===== src/etcm_defs.svh =====
`ifndef ETCM_DEFS_SVH
`define ETCM_DEFS_SVH

// word offsets of the configuration bank (16-bit words, byte addresses)
`define ETCM_OFF_EVENT_FLAG       16'h001C
`define ETCM_OFF_CAL_CURRENT      16'h004C
`define ETCM_OFF_CAL_VOLTAGE      16'h0050
`define ETCM_OFF_CAL_ACTIVE       16'h0052
`define ETCM_OFF_CAL_REACTIVE     16'h0056
`define ETCM_OFF_ACCUM_EXP        16'h005A
`define ETCM_OFF_OC_THRESH        16'h005E
`define ETCM_OFF_OP_THRESH        16'h0064
`define ETCM_OFF_HF_THRESH        16'h006A
`define ETCM_OFF_LF_THRESH        16'h006C
`define ETCM_OFF_HT_THRESH        16'h006E
`define ETCM_OFF_LT_THRESH        16'h0070
`define ETCM_OFF_VLOW_THRESH      16'h0072
`define ETCM_OFF_VHIGH_THRESH     16'h0074
`define ETCM_OFF_OC_HOLD          16'h0076
`define ETCM_OFF_OP_HOLD          16'h007A
`define ETCM_OFF_HF_HOLD          16'h007E
`define ETCM_OFF_LF_HOLD          16'h0080
`define ETCM_OFF_HT_HOLD          16'h0082
`define ETCM_OFF_LT_HOLD          16'h0084
`define ETCM_OFF_BANK_LAST        16'h0086
`define ETCM_OFF_EVENT_ENABLE     16'h008A

// reserved words inside the bank: read as zero, writes dropped
`define ETCM_OFF_RSVD_A           16'h005C
`define ETCM_OFF_RSVD_B           16'h0062
`define ETCM_OFF_RSVD_C           16'h0068
`define ETCM_OFF_RSVD_D           16'h0078
`define ETCM_OFF_RSVD_E           16'h007C
`define ETCM_OFF_RSVD_F           16'h0086

// reset values
`define ETCM_RST_WORD             16'h0000
`define ETCM_RST_ENABLE           16'h0000

// event flag bit positions
`define ETCM_BIT_OC               0
`define ETCM_BIT_OP               1
`define ETCM_BIT_HF               2
`define ETCM_BIT_LF               3
`define ETCM_BIT_HT               4
`define ETCM_BIT_LT               5
`define ETCM_BIT_VLOW             6
`define ETCM_BIT_VHIGH            7

// largest usable interval exponent for a 32-bit line counter
`define ETCM_EXP_MAX              5'h1F

`endif


===== src/etcm_pkg.sv =====
package etcm_pkg;

    // number of bank words from the first calibration target to the last reserved word
    localparam int ETCM_BANK_WORDS = 30;
    localparam int ETCM_NUM_EVENTS = 8;

    typedef logic [15:0] etcm_word_t;

    // measured quantities from the calculation engine, one set per computation cycle
    typedef struct packed {
        logic [31:0] current_rms;
        logic [15:0] voltage_rms;
        logic [31:0] active_power;
        logic [15:0] line_freq;
        logic [15:0] temperature;
    } etcm_meas_s;

    // calibration targets handed to the calibration engine
    typedef struct packed {
        logic [31:0] current;
        logic [15:0] voltage;
        logic [31:0] active_power;
        logic [31:0] reactive_power;
    } etcm_cal_s;

    // register access port
    typedef struct packed {
        logic [15:0] addr;
        logic        wr;
        logic        rd;
        logic [15:0] wdata;
    } etcm_req_s;

    // computation cycle sequencer
    typedef enum logic {
        ETCM_ST_ACCUM = 1'b0,
        ETCM_ST_EVAL  = 1'b1
    } etcm_state_e;

endpackage : etcm_pkg


===== src/etcm_event_bank.sv =====
`timescale 1ns/1ps
// Summary of operation
// - computation cycle spans two to the N line cycles
// - writable current and voltage calibration targets
// - writable active and reactive power calibration targets
// - over-current threshold compared, flag recorded when exceeded
// - over-current flag waits for its hold count
// - over-power threshold compared, flag recorded when exceeded
// - over-power flag waits for its hold count
// - over and under frequency thresholds set flags
// - frequency flags wait for their hold counts
// - over and under temperature thresholds set flags
// - temperature flags wait for their hold counts
// - voltage sag and surge thresholds set flags
// - read-only event flag register shows enabled events
// - events evaluated only when enabled
`include "etcm_defs.svh"

module etcm_event_bank (
    // clock, reset and enable
    input  wire logic                clk_sys_i,
    input  wire logic                reset_n_i,
    input  wire logic                ce_i,
    // register access port
    input  wire etcm_pkg::etcm_req_s reg_req_i,
    output logic [15:0]              reg_rdata_o,
    output logic                     reg_rvalid_o,
    // measurement side
    input  wire logic                line_cycle_i,
    input  wire etcm_pkg::etcm_meas_s meas_i,
    // results
    output logic                     comp_cycle_o,
    output logic [15:0]              event_flags_o,
    output etcm_pkg::etcm_cal_s      cal_targets_o
);
    import etcm_pkg::*;

    // bank layout: one flop word per even offset,
    // first target to last spare word, thirty in
    // all, so the index is a shift of the offset
    // and no lookup table sits in the decode
    //
    // 32-bit values span two words written one at
    // a time, so a limit may sit half updated for
    // a clock; evaluation is rare, so no harm
    //
    // every process honours ce_i: a low enable
    // freezes the whole bank in place
    //
    // no interrupt logic here; the flag word and
    // flag port are the only event outputs

    // bank storage, one 16-bit word per index
    etcm_word_t   bank_reg [ETCM_BANK_WORDS];
    etcm_word_t   enable_reg;                   // event enable word
    etcm_word_t   flag_reg;                     // recorded event flags
    logic [31:0]  line_cnt_reg;                 // line cycles within the current interval
    etcm_state_e  state_reg;                    // sequencer state
    etcm_state_e  state_next;
    logic         comp_pulse_reg;               // one clock per finished interval
    logic [15:0]  rdata_reg;                    // read data holding register
    logic         rvalid_reg;                   // read answer strobe

    // hold counters count evaluations, not
    // clocks; they saturate at all ones so a
    // fault that lasts for ages cannot wrap the
    // count to zero and drop a standing flag
    //
    // one counter per event keeps each event
    // easy to follow, at the cost of eight
    // small adders

    // hold counters per event, saturating
    logic [15:0]  hold_cnt_reg [ETCM_NUM_EVENTS];

    // derived comparison inputs
    logic [ETCM_NUM_EVENTS-1:0] breach;         // threshold crossed this cycle
    logic [15:0]                hold_need [ETCM_NUM_EVENTS];
    logic [31:0]                span_last;      // last count of the interval
    logic                       interval_done;

    // address decode helpers
    //
    // offsets are byte offsets of 16-bit words;
    // an odd offset names no word and answers as
    // unmapped, never rounded down, so a host
    // slip shows up as zero data
    //
    // spare words keep real flops only because
    // the index is a shift; both write and read
    // mask them

    // maps a byte offset onto a bank index; valid only for even offsets inside the bank
    function automatic logic bank_hit(input logic [15:0] addr);
        bank_hit = (addr >= `ETCM_OFF_CAL_CURRENT) && (addr <= `ETCM_OFF_BANK_LAST) &&
                   (addr[0] == 1'b0);
    endfunction : bank_hit

    function automatic logic [4:0] bank_idx(input logic [15:0] addr);
        logic [15:0] diff;
        diff     = addr - `ETCM_OFF_CAL_CURRENT;
        bank_idx = diff[5:1];
    endfunction : bank_idx

    // reserved words read zero and drop writes, so software sees no phantom storage
    function automatic logic is_rsvd(input logic [15:0] addr);
        is_rsvd = (addr == `ETCM_OFF_RSVD_A) || (addr == `ETCM_OFF_RSVD_B) ||
                  (addr == `ETCM_OFF_RSVD_C) || (addr == `ETCM_OFF_RSVD_D) ||
                  (addr == `ETCM_OFF_RSVD_E) || (addr == `ETCM_OFF_RSVD_F);
    endfunction : is_rsvd

    // fetches a 16-bit bank word by its byte offset
    function automatic etcm_word_t word_at(input logic [15:0] addr,
                                           input etcm_word_t  mem [ETCM_BANK_WORDS]);
        word_at = mem[bank_idx(addr)];
    endfunction : word_at

    // 32-bit values keep their low half at the lower offset
    function automatic logic [31:0] dword_at(input logic [15:0] addr,
                                             input etcm_word_t  mem [ETCM_BANK_WORDS]);
        dword_at = {mem[bank_idx(addr + 16'h0002)], mem[bank_idx(addr)]};
    endfunction : dword_at

    // register writes
    //
    // a write lands at the edge that takes it,
    // so a read in the same clock sees the old
    // word; the flag word lies outside the bank
    // and can never be written
    //
    // writes get no answer: the host may issue
    // one request every clock

    // register writes into the bank; read-only and reserved words are left alone
    always_ff @(posedge clk_sys_i) begin
        if (!reset_n_i) begin
            for (int i = 0; i < ETCM_BANK_WORDS; i++) begin
                bank_reg[i] <= `ETCM_RST_WORD;
            end
        end else if (ce_i && reg_req_i.wr && bank_hit(reg_req_i.addr) &&
                     !is_rsvd(reg_req_i.addr)) begin
            bank_reg[bank_idx(reg_req_i.addr)] <= reg_req_i.wdata;
        end
    end

    // event enable word
    always_ff @(posedge clk_sys_i) begin
        if (!reset_n_i) begin
            enable_reg <= `ETCM_RST_ENABLE;
        end else if (ce_i && reg_req_i.wr && (reg_req_i.addr == `ETCM_OFF_EVENT_ENABLE)) begin
            enable_reg <= reg_req_i.wdata;
        end
    end

    // register reads
    //
    // read data is registered so port timing
    // does not hang on decode depth; the answer
    // strobe rises one clock after the read and
    // lasts one clock
    //
    // the data word holds until the next read,
    // so a slow host may pick it up late;
    // unmapped offsets answer zero, never stall

    // read mux, answered one clock after the strobe
    always_ff @(posedge clk_sys_i) begin
        if (!reset_n_i) begin
            rdata_reg  <= 16'h0000;
            rvalid_reg <= 1'b0;
        end else if (ce_i) begin
            rvalid_reg <= reg_req_i.rd;
            if (reg_req_i.rd) begin
                if (reg_req_i.addr == `ETCM_OFF_EVENT_FLAG) begin
                    rdata_reg <= flag_reg & enable_reg;
                end else if (reg_req_i.addr == `ETCM_OFF_EVENT_ENABLE) begin
                    rdata_reg <= enable_reg;
                end else if (bank_hit(reg_req_i.addr) && !is_rsvd(reg_req_i.addr)) begin
                    rdata_reg <= bank_reg[bank_idx(reg_req_i.addr)];
                end else begin
                    // unmapped, odd or reserved offset
                    rdata_reg <= 16'h0000;
                end
            end
        end
    end

    // computation cycle timing
    //
    // each line pulse advances a counter; the
    // pulse that finds two to the N minus one
    // ends the interval and clears the count
    //
    // N of zero ends an interval on every pulse,
    // the fastest the flags can react; line
    // pulses come from this clock domain

    // last line count of the interval; a huge exponent is clamped to 31, one below the counter width
    always_comb begin
        logic [15:0] expo;
        logic [4:0]  sh;
        expo      = word_at(`ETCM_OFF_ACCUM_EXP, bank_reg);
        sh        = (expo > 16'h001F) ? `ETCM_EXP_MAX : expo[4:0];
        span_last = (32'h0000_0001 << sh) - 32'h0000_0001;
    end

    assign interval_done = line_cycle_i && (line_cnt_reg >= span_last);

    // line cycle counter; an exponent lowered mid-interval to a last count at or below the current count ends the interval on the next line pulse
    always_ff @(posedge clk_sys_i) begin
        if (!reset_n_i) begin
            line_cnt_reg <= 32'h0000_0000;
        end else if (ce_i && line_cycle_i) begin
            if (interval_done) begin
                line_cnt_reg <= 32'h0000_0000;
            end else begin
                line_cnt_reg <= line_cnt_reg + 32'h0000_0001;
            end
        end
    end

    // sequencer
    //
    // two states: gather line pulses, then
    // spend one clock judging every limit
    //
    // an interval that ends in the judging
    // clock still restarts the counter but
    // starts no second judgement; pulses that
    // close only come from a broken line input

    // sequencer: accumulate, then one evaluation clock per computation cycle
    always_comb begin
        case (state_reg)
            ETCM_ST_ACCUM: state_next = interval_done ? ETCM_ST_EVAL : ETCM_ST_ACCUM;
            ETCM_ST_EVAL:  state_next = ETCM_ST_ACCUM;
            default:       state_next = ETCM_ST_ACCUM;
        endcase
    end

    always_ff @(posedge clk_sys_i) begin
        if (!reset_n_i) begin
            state_reg      <= ETCM_ST_ACCUM;
            comp_pulse_reg <= 1'b0;
        end else if (ce_i) begin
            state_reg      <= state_next;
            comp_pulse_reg <= (state_reg == ETCM_ST_ACCUM) && interval_done;
        end
    end

    // limit comparisons
    //
    // compares are unsigned and strict, so a
    // value equal to its limit never trips;
    // over limits trip above, sag and under
    // limits trip below
    //
    // the measured set must be steady in the
    // judging clock; it is not latched here

    // threshold comparisons; under and sag limits trip below their threshold
    always_comb begin
        breach                = '0;
        breach[`ETCM_BIT_OC]  = meas_i.current_rms  > dword_at(`ETCM_OFF_OC_THRESH, bank_reg);
        breach[`ETCM_BIT_OP]  = meas_i.active_power > dword_at(`ETCM_OFF_OP_THRESH, bank_reg);
        breach[`ETCM_BIT_HF]  = meas_i.line_freq    > word_at(`ETCM_OFF_HF_THRESH, bank_reg);
        breach[`ETCM_BIT_LF]  = meas_i.line_freq    < word_at(`ETCM_OFF_LF_THRESH, bank_reg);
        breach[`ETCM_BIT_HT]  = meas_i.temperature  > word_at(`ETCM_OFF_HT_THRESH, bank_reg);
        breach[`ETCM_BIT_LT]  = meas_i.temperature  < word_at(`ETCM_OFF_LT_THRESH, bank_reg);
        breach[`ETCM_BIT_VLOW]  = meas_i.voltage_rms < word_at(`ETCM_OFF_VLOW_THRESH, bank_reg);
        breach[`ETCM_BIT_VHIGH] = meas_i.voltage_rms > word_at(`ETCM_OFF_VHIGH_THRESH, bank_reg);
    end

    // hold counts; sag and surge have no hold word and trip on the first breach
    always_comb begin
        hold_need[`ETCM_BIT_OC]    = word_at(`ETCM_OFF_OC_HOLD, bank_reg);
        hold_need[`ETCM_BIT_OP]    = word_at(`ETCM_OFF_OP_HOLD, bank_reg);
        hold_need[`ETCM_BIT_HF]    = word_at(`ETCM_OFF_HF_HOLD, bank_reg);
        hold_need[`ETCM_BIT_LF]    = word_at(`ETCM_OFF_LF_HOLD, bank_reg);
        hold_need[`ETCM_BIT_HT]    = word_at(`ETCM_OFF_HT_HOLD, bank_reg);
        hold_need[`ETCM_BIT_LT]    = word_at(`ETCM_OFF_LT_HOLD, bank_reg);
        hold_need[`ETCM_BIT_VLOW]  = 16'h0000;
        hold_need[`ETCM_BIT_VHIGH] = 16'h0000;
    end

    // hold and flag logic
    //
    // a flag stands only while its streak of
    // breaching evaluations reaches the hold
    // count; one clean evaluation clears both
    //
    // a hold of zero acts as one, so no flag
    // rises without a real breach
    //
    // clearing an enable bit drops the streak,
    // so a re-enabled event starts afresh

    // per event hold counter and flag, updated in the evaluation clock and cleared in any clock while disabled
    for (genvar e = 0; e < ETCM_NUM_EVENTS; e++) begin : g_event
        logic [15:0] cnt_next;      // streak length including this cycle
        logic [15:0] need;          // a hold of zero behaves as one

        assign cnt_next = (hold_cnt_reg[e] == 16'hFFFF) ? 16'hFFFF
                                                        : hold_cnt_reg[e] + 16'h0001;
        assign need     = (hold_need[e] == 16'h0000) ? 16'h0001 : hold_need[e];

        always_ff @(posedge clk_sys_i) begin
            if (!reset_n_i) begin
                hold_cnt_reg[e] <= 16'h0000;
                flag_reg[e]     <= 1'b0;
            end else if (ce_i) begin
                if (!enable_reg[e]) begin
                    // disabled events are not evaluated and lose their streak
                    hold_cnt_reg[e] <= 16'h0000;
                    flag_reg[e]     <= 1'b0;
                end else if (state_reg == ETCM_ST_EVAL) begin
                    if (breach[e]) begin
                        hold_cnt_reg[e] <= cnt_next;
                        flag_reg[e]     <= (cnt_next >= need);
                    end else begin
                        // a broken streak starts over from zero
                        hold_cnt_reg[e] <= 16'h0000;
                        flag_reg[e]     <= 1'b0;
                    end
                end
            end
        end
    end

    // upper flag bits have no event behind them
    for (genvar u = ETCM_NUM_EVENTS; u < 16; u++) begin : g_unused_flag
        assign flag_reg[u] = 1'b0;
    end

    // the flag port masks with the enable word,
    // so a flag vanishes in the clock its enable
    // bit clears, before any evaluation runs
    //

    // outputs
    assign reg_rdata_o   = rdata_reg;
    assign reg_rvalid_o  = rvalid_reg;
    assign comp_cycle_o  = comp_pulse_reg;
    assign event_flags_o = flag_reg & enable_reg;

    // calibration targets straight from the bank
    assign cal_targets_o.current        = dword_at(`ETCM_OFF_CAL_CURRENT, bank_reg);
    assign cal_targets_o.voltage        = word_at(`ETCM_OFF_CAL_VOLTAGE, bank_reg);
    assign cal_targets_o.active_power   = dword_at(`ETCM_OFF_CAL_ACTIVE, bank_reg);
    assign cal_targets_o.reactive_power = dword_at(`ETCM_OFF_CAL_REACTIVE, bank_reg);

endmodule : etcm_event_bank


===== config.mk =====
export PLATFORM = sky130hd
export DESIGN_NAME = etcm_event_bank
export DESIGN_NICKNAME = d
export VERILOG_FILES = /design/src/etcm_pkg.sv /design/src/etcm_event_bank.sv
export VERILOG_INCLUDE_DIRS = /design/src
export SDC_FILE = /design/constraint.sdc
export NUM_CORES = 2
export LEC_CHECK = 0
export ABC_AREA = 0
export ABC_CLOCK_PERIOD_IN_PS = 5400
export CORE_AREA = 8 8 354 356
export DETAILED_ROUTE_END_ITERATION = 12
export DIE_AREA = 0 0 362 364
export DONT_BUFFER_PORTS = 1
export SKIP_LAST_GASP = 1
export SLEW_MARGIN = 15
export SYNTH_ARGS = -nofsm -noshare
export SYNTH_HDL_FRONTEND = slang
export SYNTH_SLANG_ARGS = --single-unit
export TNS_END_PERCENT = 50

===== constraint.sdc =====
create_clock -name clk_sys_i -period 5.4 [get_ports clk_sys_i]
set_clock_uncertainty 0.05 [all_clocks]
set_input_delay 1.08 -clock clk_sys_i [delete_from_list [all_inputs] [get_ports clk_sys_i]]
set_output_delay 1.08 -clock clk_sys_i [all_outputs]
set_load 0.01 [all_outputs]

==> results.md <==
* Overall routed net length at 155 mm
* Net load switching power at 2.79 mW
* Initial DRC count at 3,373
* Layout cells sized above 1 at 0.0781
* # DRC at 0
* Post-CTS sizing at 0
* Worst-Margin Slew at 1520 ps
* CP startpoint kind: flip-flop
* Max Buffers Root-to-Sink at 3
* Clock power frac at 0.480
* Critical-path top delay cell: or4_1
* Vias in the first global route at 31,200
* Maxcap violations at 0
* Max_slew headroom at -0.0156
* Core region area at 0.119 mm^2
* Warnings, synthesis at 0
* Critical setup path kind: flip-flop to flip-flop
* Cell Chain, Critical Path: nor4_1, and3_1, nand2_1, nor2_1, nand3b_1, ha_1, buf_4, or4_1, nand2_1, a22o_1, a21oi_1, ha_1, nand4_1, nor2_1, nand2_1, o41ai_2, buf_4, o211a_1
* Net Sw Frac at 0.243
* Logic gate share of total power at 0.060
* Final critical-path required period at 4690 ps
* Fmax at 213 MHz
* Via-per-instance ratio at 5.56
* Status: finished, violations left
* Die area at 0.132 mm^2
* Number of flops mapped to enable cells by yosys at 128
* Io pins at 296
* Chip width at 362 um
* R2R setup slack at 710 ps
* Leakage Power at 18.1 nW
* Largest register FFs at 368
* First-pass GRT wire length at 223 mm
* Clock transition at path regs at 60 ps
* Area leader, netlist: dfxtp_1
* Root buffer cell: clkbuf_16
* CTS Buf Count at 80
* HPWL Detailed at 115 mm
* CP Max Fanout at 33
* Worst endpoint required time at 5950 ps
* Hold Crit Depth at 2
* Top-count cell post-synth: nand2_1
* FILL cells at 12,000
* Gp weighted congestion at 0.979
* Yosys top cell area share at 0.266
* Remaining global-route overflow at 0
* Endpoint, Worst Hold: bank_reg[245]
* Hold WS at 408 ps
* ANT nets after route at 0
* Critical Path End Type: flip-flop
* Mean Syn Cell Area at 9.27 um^2
* Chip Height at 364 um
* Avg WL per Cell at 26.1 um
* Internal power at 8.70 mW
* Vias at 33,000
* Failing checks: max-slew violations
* Post-Syn Area at 0.0416 mm^2
* PortBufs at 0
* Most frequent cell on the critical path: nand2_1
* Initial antenna violation count at 22
* Area growth syn-to-layout at 7.34%
* Post-CTS setup buffer count at 0
* # setup viols final at 0
* Min-delay src: bank_reg[245]
* Row count at 127
* Prevailing post-synth register cell: dfxtp_1
* Skew-Pair Late Insertion Delay at 660 ps
* Slew Limit Fails at 60
* Largest stage delay, worst path at 490 ps
* Sequential share of power at 0.460
* Post-synthesis cell type count at 81
* Async SR Flop Fraction at 0
* Quantity of hold-fixing buffers added after cts at 0
* H-tree depth at 3
* Finished Core Util at 0.375
* Synth top area cells: dfxtp_1, mux2i_1, edfxtp_1, ha_1, nand2_1
* Initial core utilization at 0.349
* RSZ-0062 raised after global routing: false
* Total track usage at 0.226
* Post-synthesis sequential area ratio at 0.359
* Final period util at 0.868
* FF-to-FF End: state_reg
* Fin. Hold Viols at 0
* DR pass1 iterations at 5
* VDD IR max at 0.000287 V
* Post-synthesis register bit count at 682
* Synth top cells by count: nand2_1, dfxtp_1, mux2i_1
* Hold Path Class: flip-flop to flip-flop
* Arrival time at the worst endpoint at 5240 ps
* Gate count of the mapped netlist at 4,492
* Worst r2r path cells at 18
* Clk sink count at 682
* Fin nets at 4,687
* Reg2reg start: bank_reg[367]
* Largest net degree at the start of global routing at 551
* TritonCTS clock tree: yes
* Setup TNS Final at 0 ps
* PD cells at 257 mW/mm^2
[routing by layer]
layer	up-vias	global-route usage	wire length, um	share of wire
met1	16100	0.285	63100	0.41
li1	15300	-	-	-
met3	254	0.0797	17200	0.11
met5	-	0	105	0.00068
met4	14	0.0891	6640	0.043
met2	1303	0.352	68000	0.44
[worst max-delay path: cells and delay by family, from the launching register on]
family	cells	cell delay (ps)
compound gates	4	630
fa+ha+maj	2	660
buf+inv	2	620
flops	1	330
simple gates	10	2290
[stage by stage]
stage	power (mW)	setup WS, ps	cells	area (um^2)
6_report	11.5	713	5933	44700
5_1_grt	11.8	346	5915	44600
4_1_cts	11.5	717	5913	44600
3_5_place_dp	6.06	739	5768	42000
3_3_place_gp	6.05	854	5768	42000
2_1_floorplan	5.98	1140	4499	41700
[kinds of logic (layout without fill, tap and decap cells)]
group | after synthesis | count (layout) | share of synthesized area
xor gates and xnor gates | 127 | 127 | 0.0267
other | 2 | 29 | 0.000180
muxes | 525 | 525 | 0.161
and+or+nand+nor | 1496 | 1496 | 0.181
AOI/OAI and AO/OA | 690 | 690 | 0.108
DFF | 682 | 682 | 0.359
adders and majority gates | 299 | 299 | 0.0899
buffers and inverters | 671 | 473 | 0.0754
[power groups by stage]
stage	clock [mW]	sequential (mW)	combinational [mW]
floorplan	0	5.37	0.612
global placement	0	5.39	0.662
detailed placement	0	5.39	0.674
CTS	5.57	5.28	0.678
global route	5.77	5.28	0.751
finish	5.52	5.28	0.691
[layout make-up]
class	count	area [um^2]	area share
sequential	682	14900	0.334
inverter	281	1050	0.0236
antenna	20	50.0	0.00112
clock buffer	119	2390	0.0536
multi-input combinational	3146	23600	0.529
clock inverter	26	248	0.00554
timing repair buffer	47	353	0.00789
tap	1612	2020	0.0451
[layout by cell type, fill, tap and decap left out, types with 10 or more instances in the layout]
cell type / instances
a31oi_1: 15
o21a_1: 14
and4_1: 22
clkbuf_1: 20
clkbuf_16: 85
and2_1: 29
nand4_1: 87
mux4_2: 113
nor3_1: 67
a21oi_1: 215
clkinv_2: 12
diode_2: 20
clkbuf_8: 14
nor4_1: 52
inv_1: 280
dfxtp_1: 554
or4_1: 10
a21boi_0: 114
and3_1: 34
o21ai_0: 99
nand2_1: 690
a21o_1: 60
xor2_1: 82
nor2_1: 116
nor2b_1: 217
or3_1: 12
nand2b_1: 28
buf_4: 47
nand3_1: 86
a211oi_1: 22
mux2i_1: 401
mux2_2: 11
o22ai_1: 26
edfxtp_1: 128
ha_1: 298
xnor2_1: 45
[worst max path at each step]
| stage | start | to | slack [ps] | cells after the start |
|---|---|---|---|---|
| 6_report | bank_reg[367] | state_reg | 710 | 18 |
| 3_3_place_gp | bank_reg[367] | state_reg | 850 | 18 |
| 5_1_grt | bank_reg[367] | state_reg | 350 | 19 |
| 2_1_floorplan | bank_reg[359] | line_cnt_reg[10] | 1140 | 17 |
| 3_5_place_dp | bank_reg[367] | state_reg | 740 | 18 |
| 4_1_cts | bank_reg[367] | state_reg | 720 | 18 |
No activity file was read; power rests on OpenSTA's default activity.
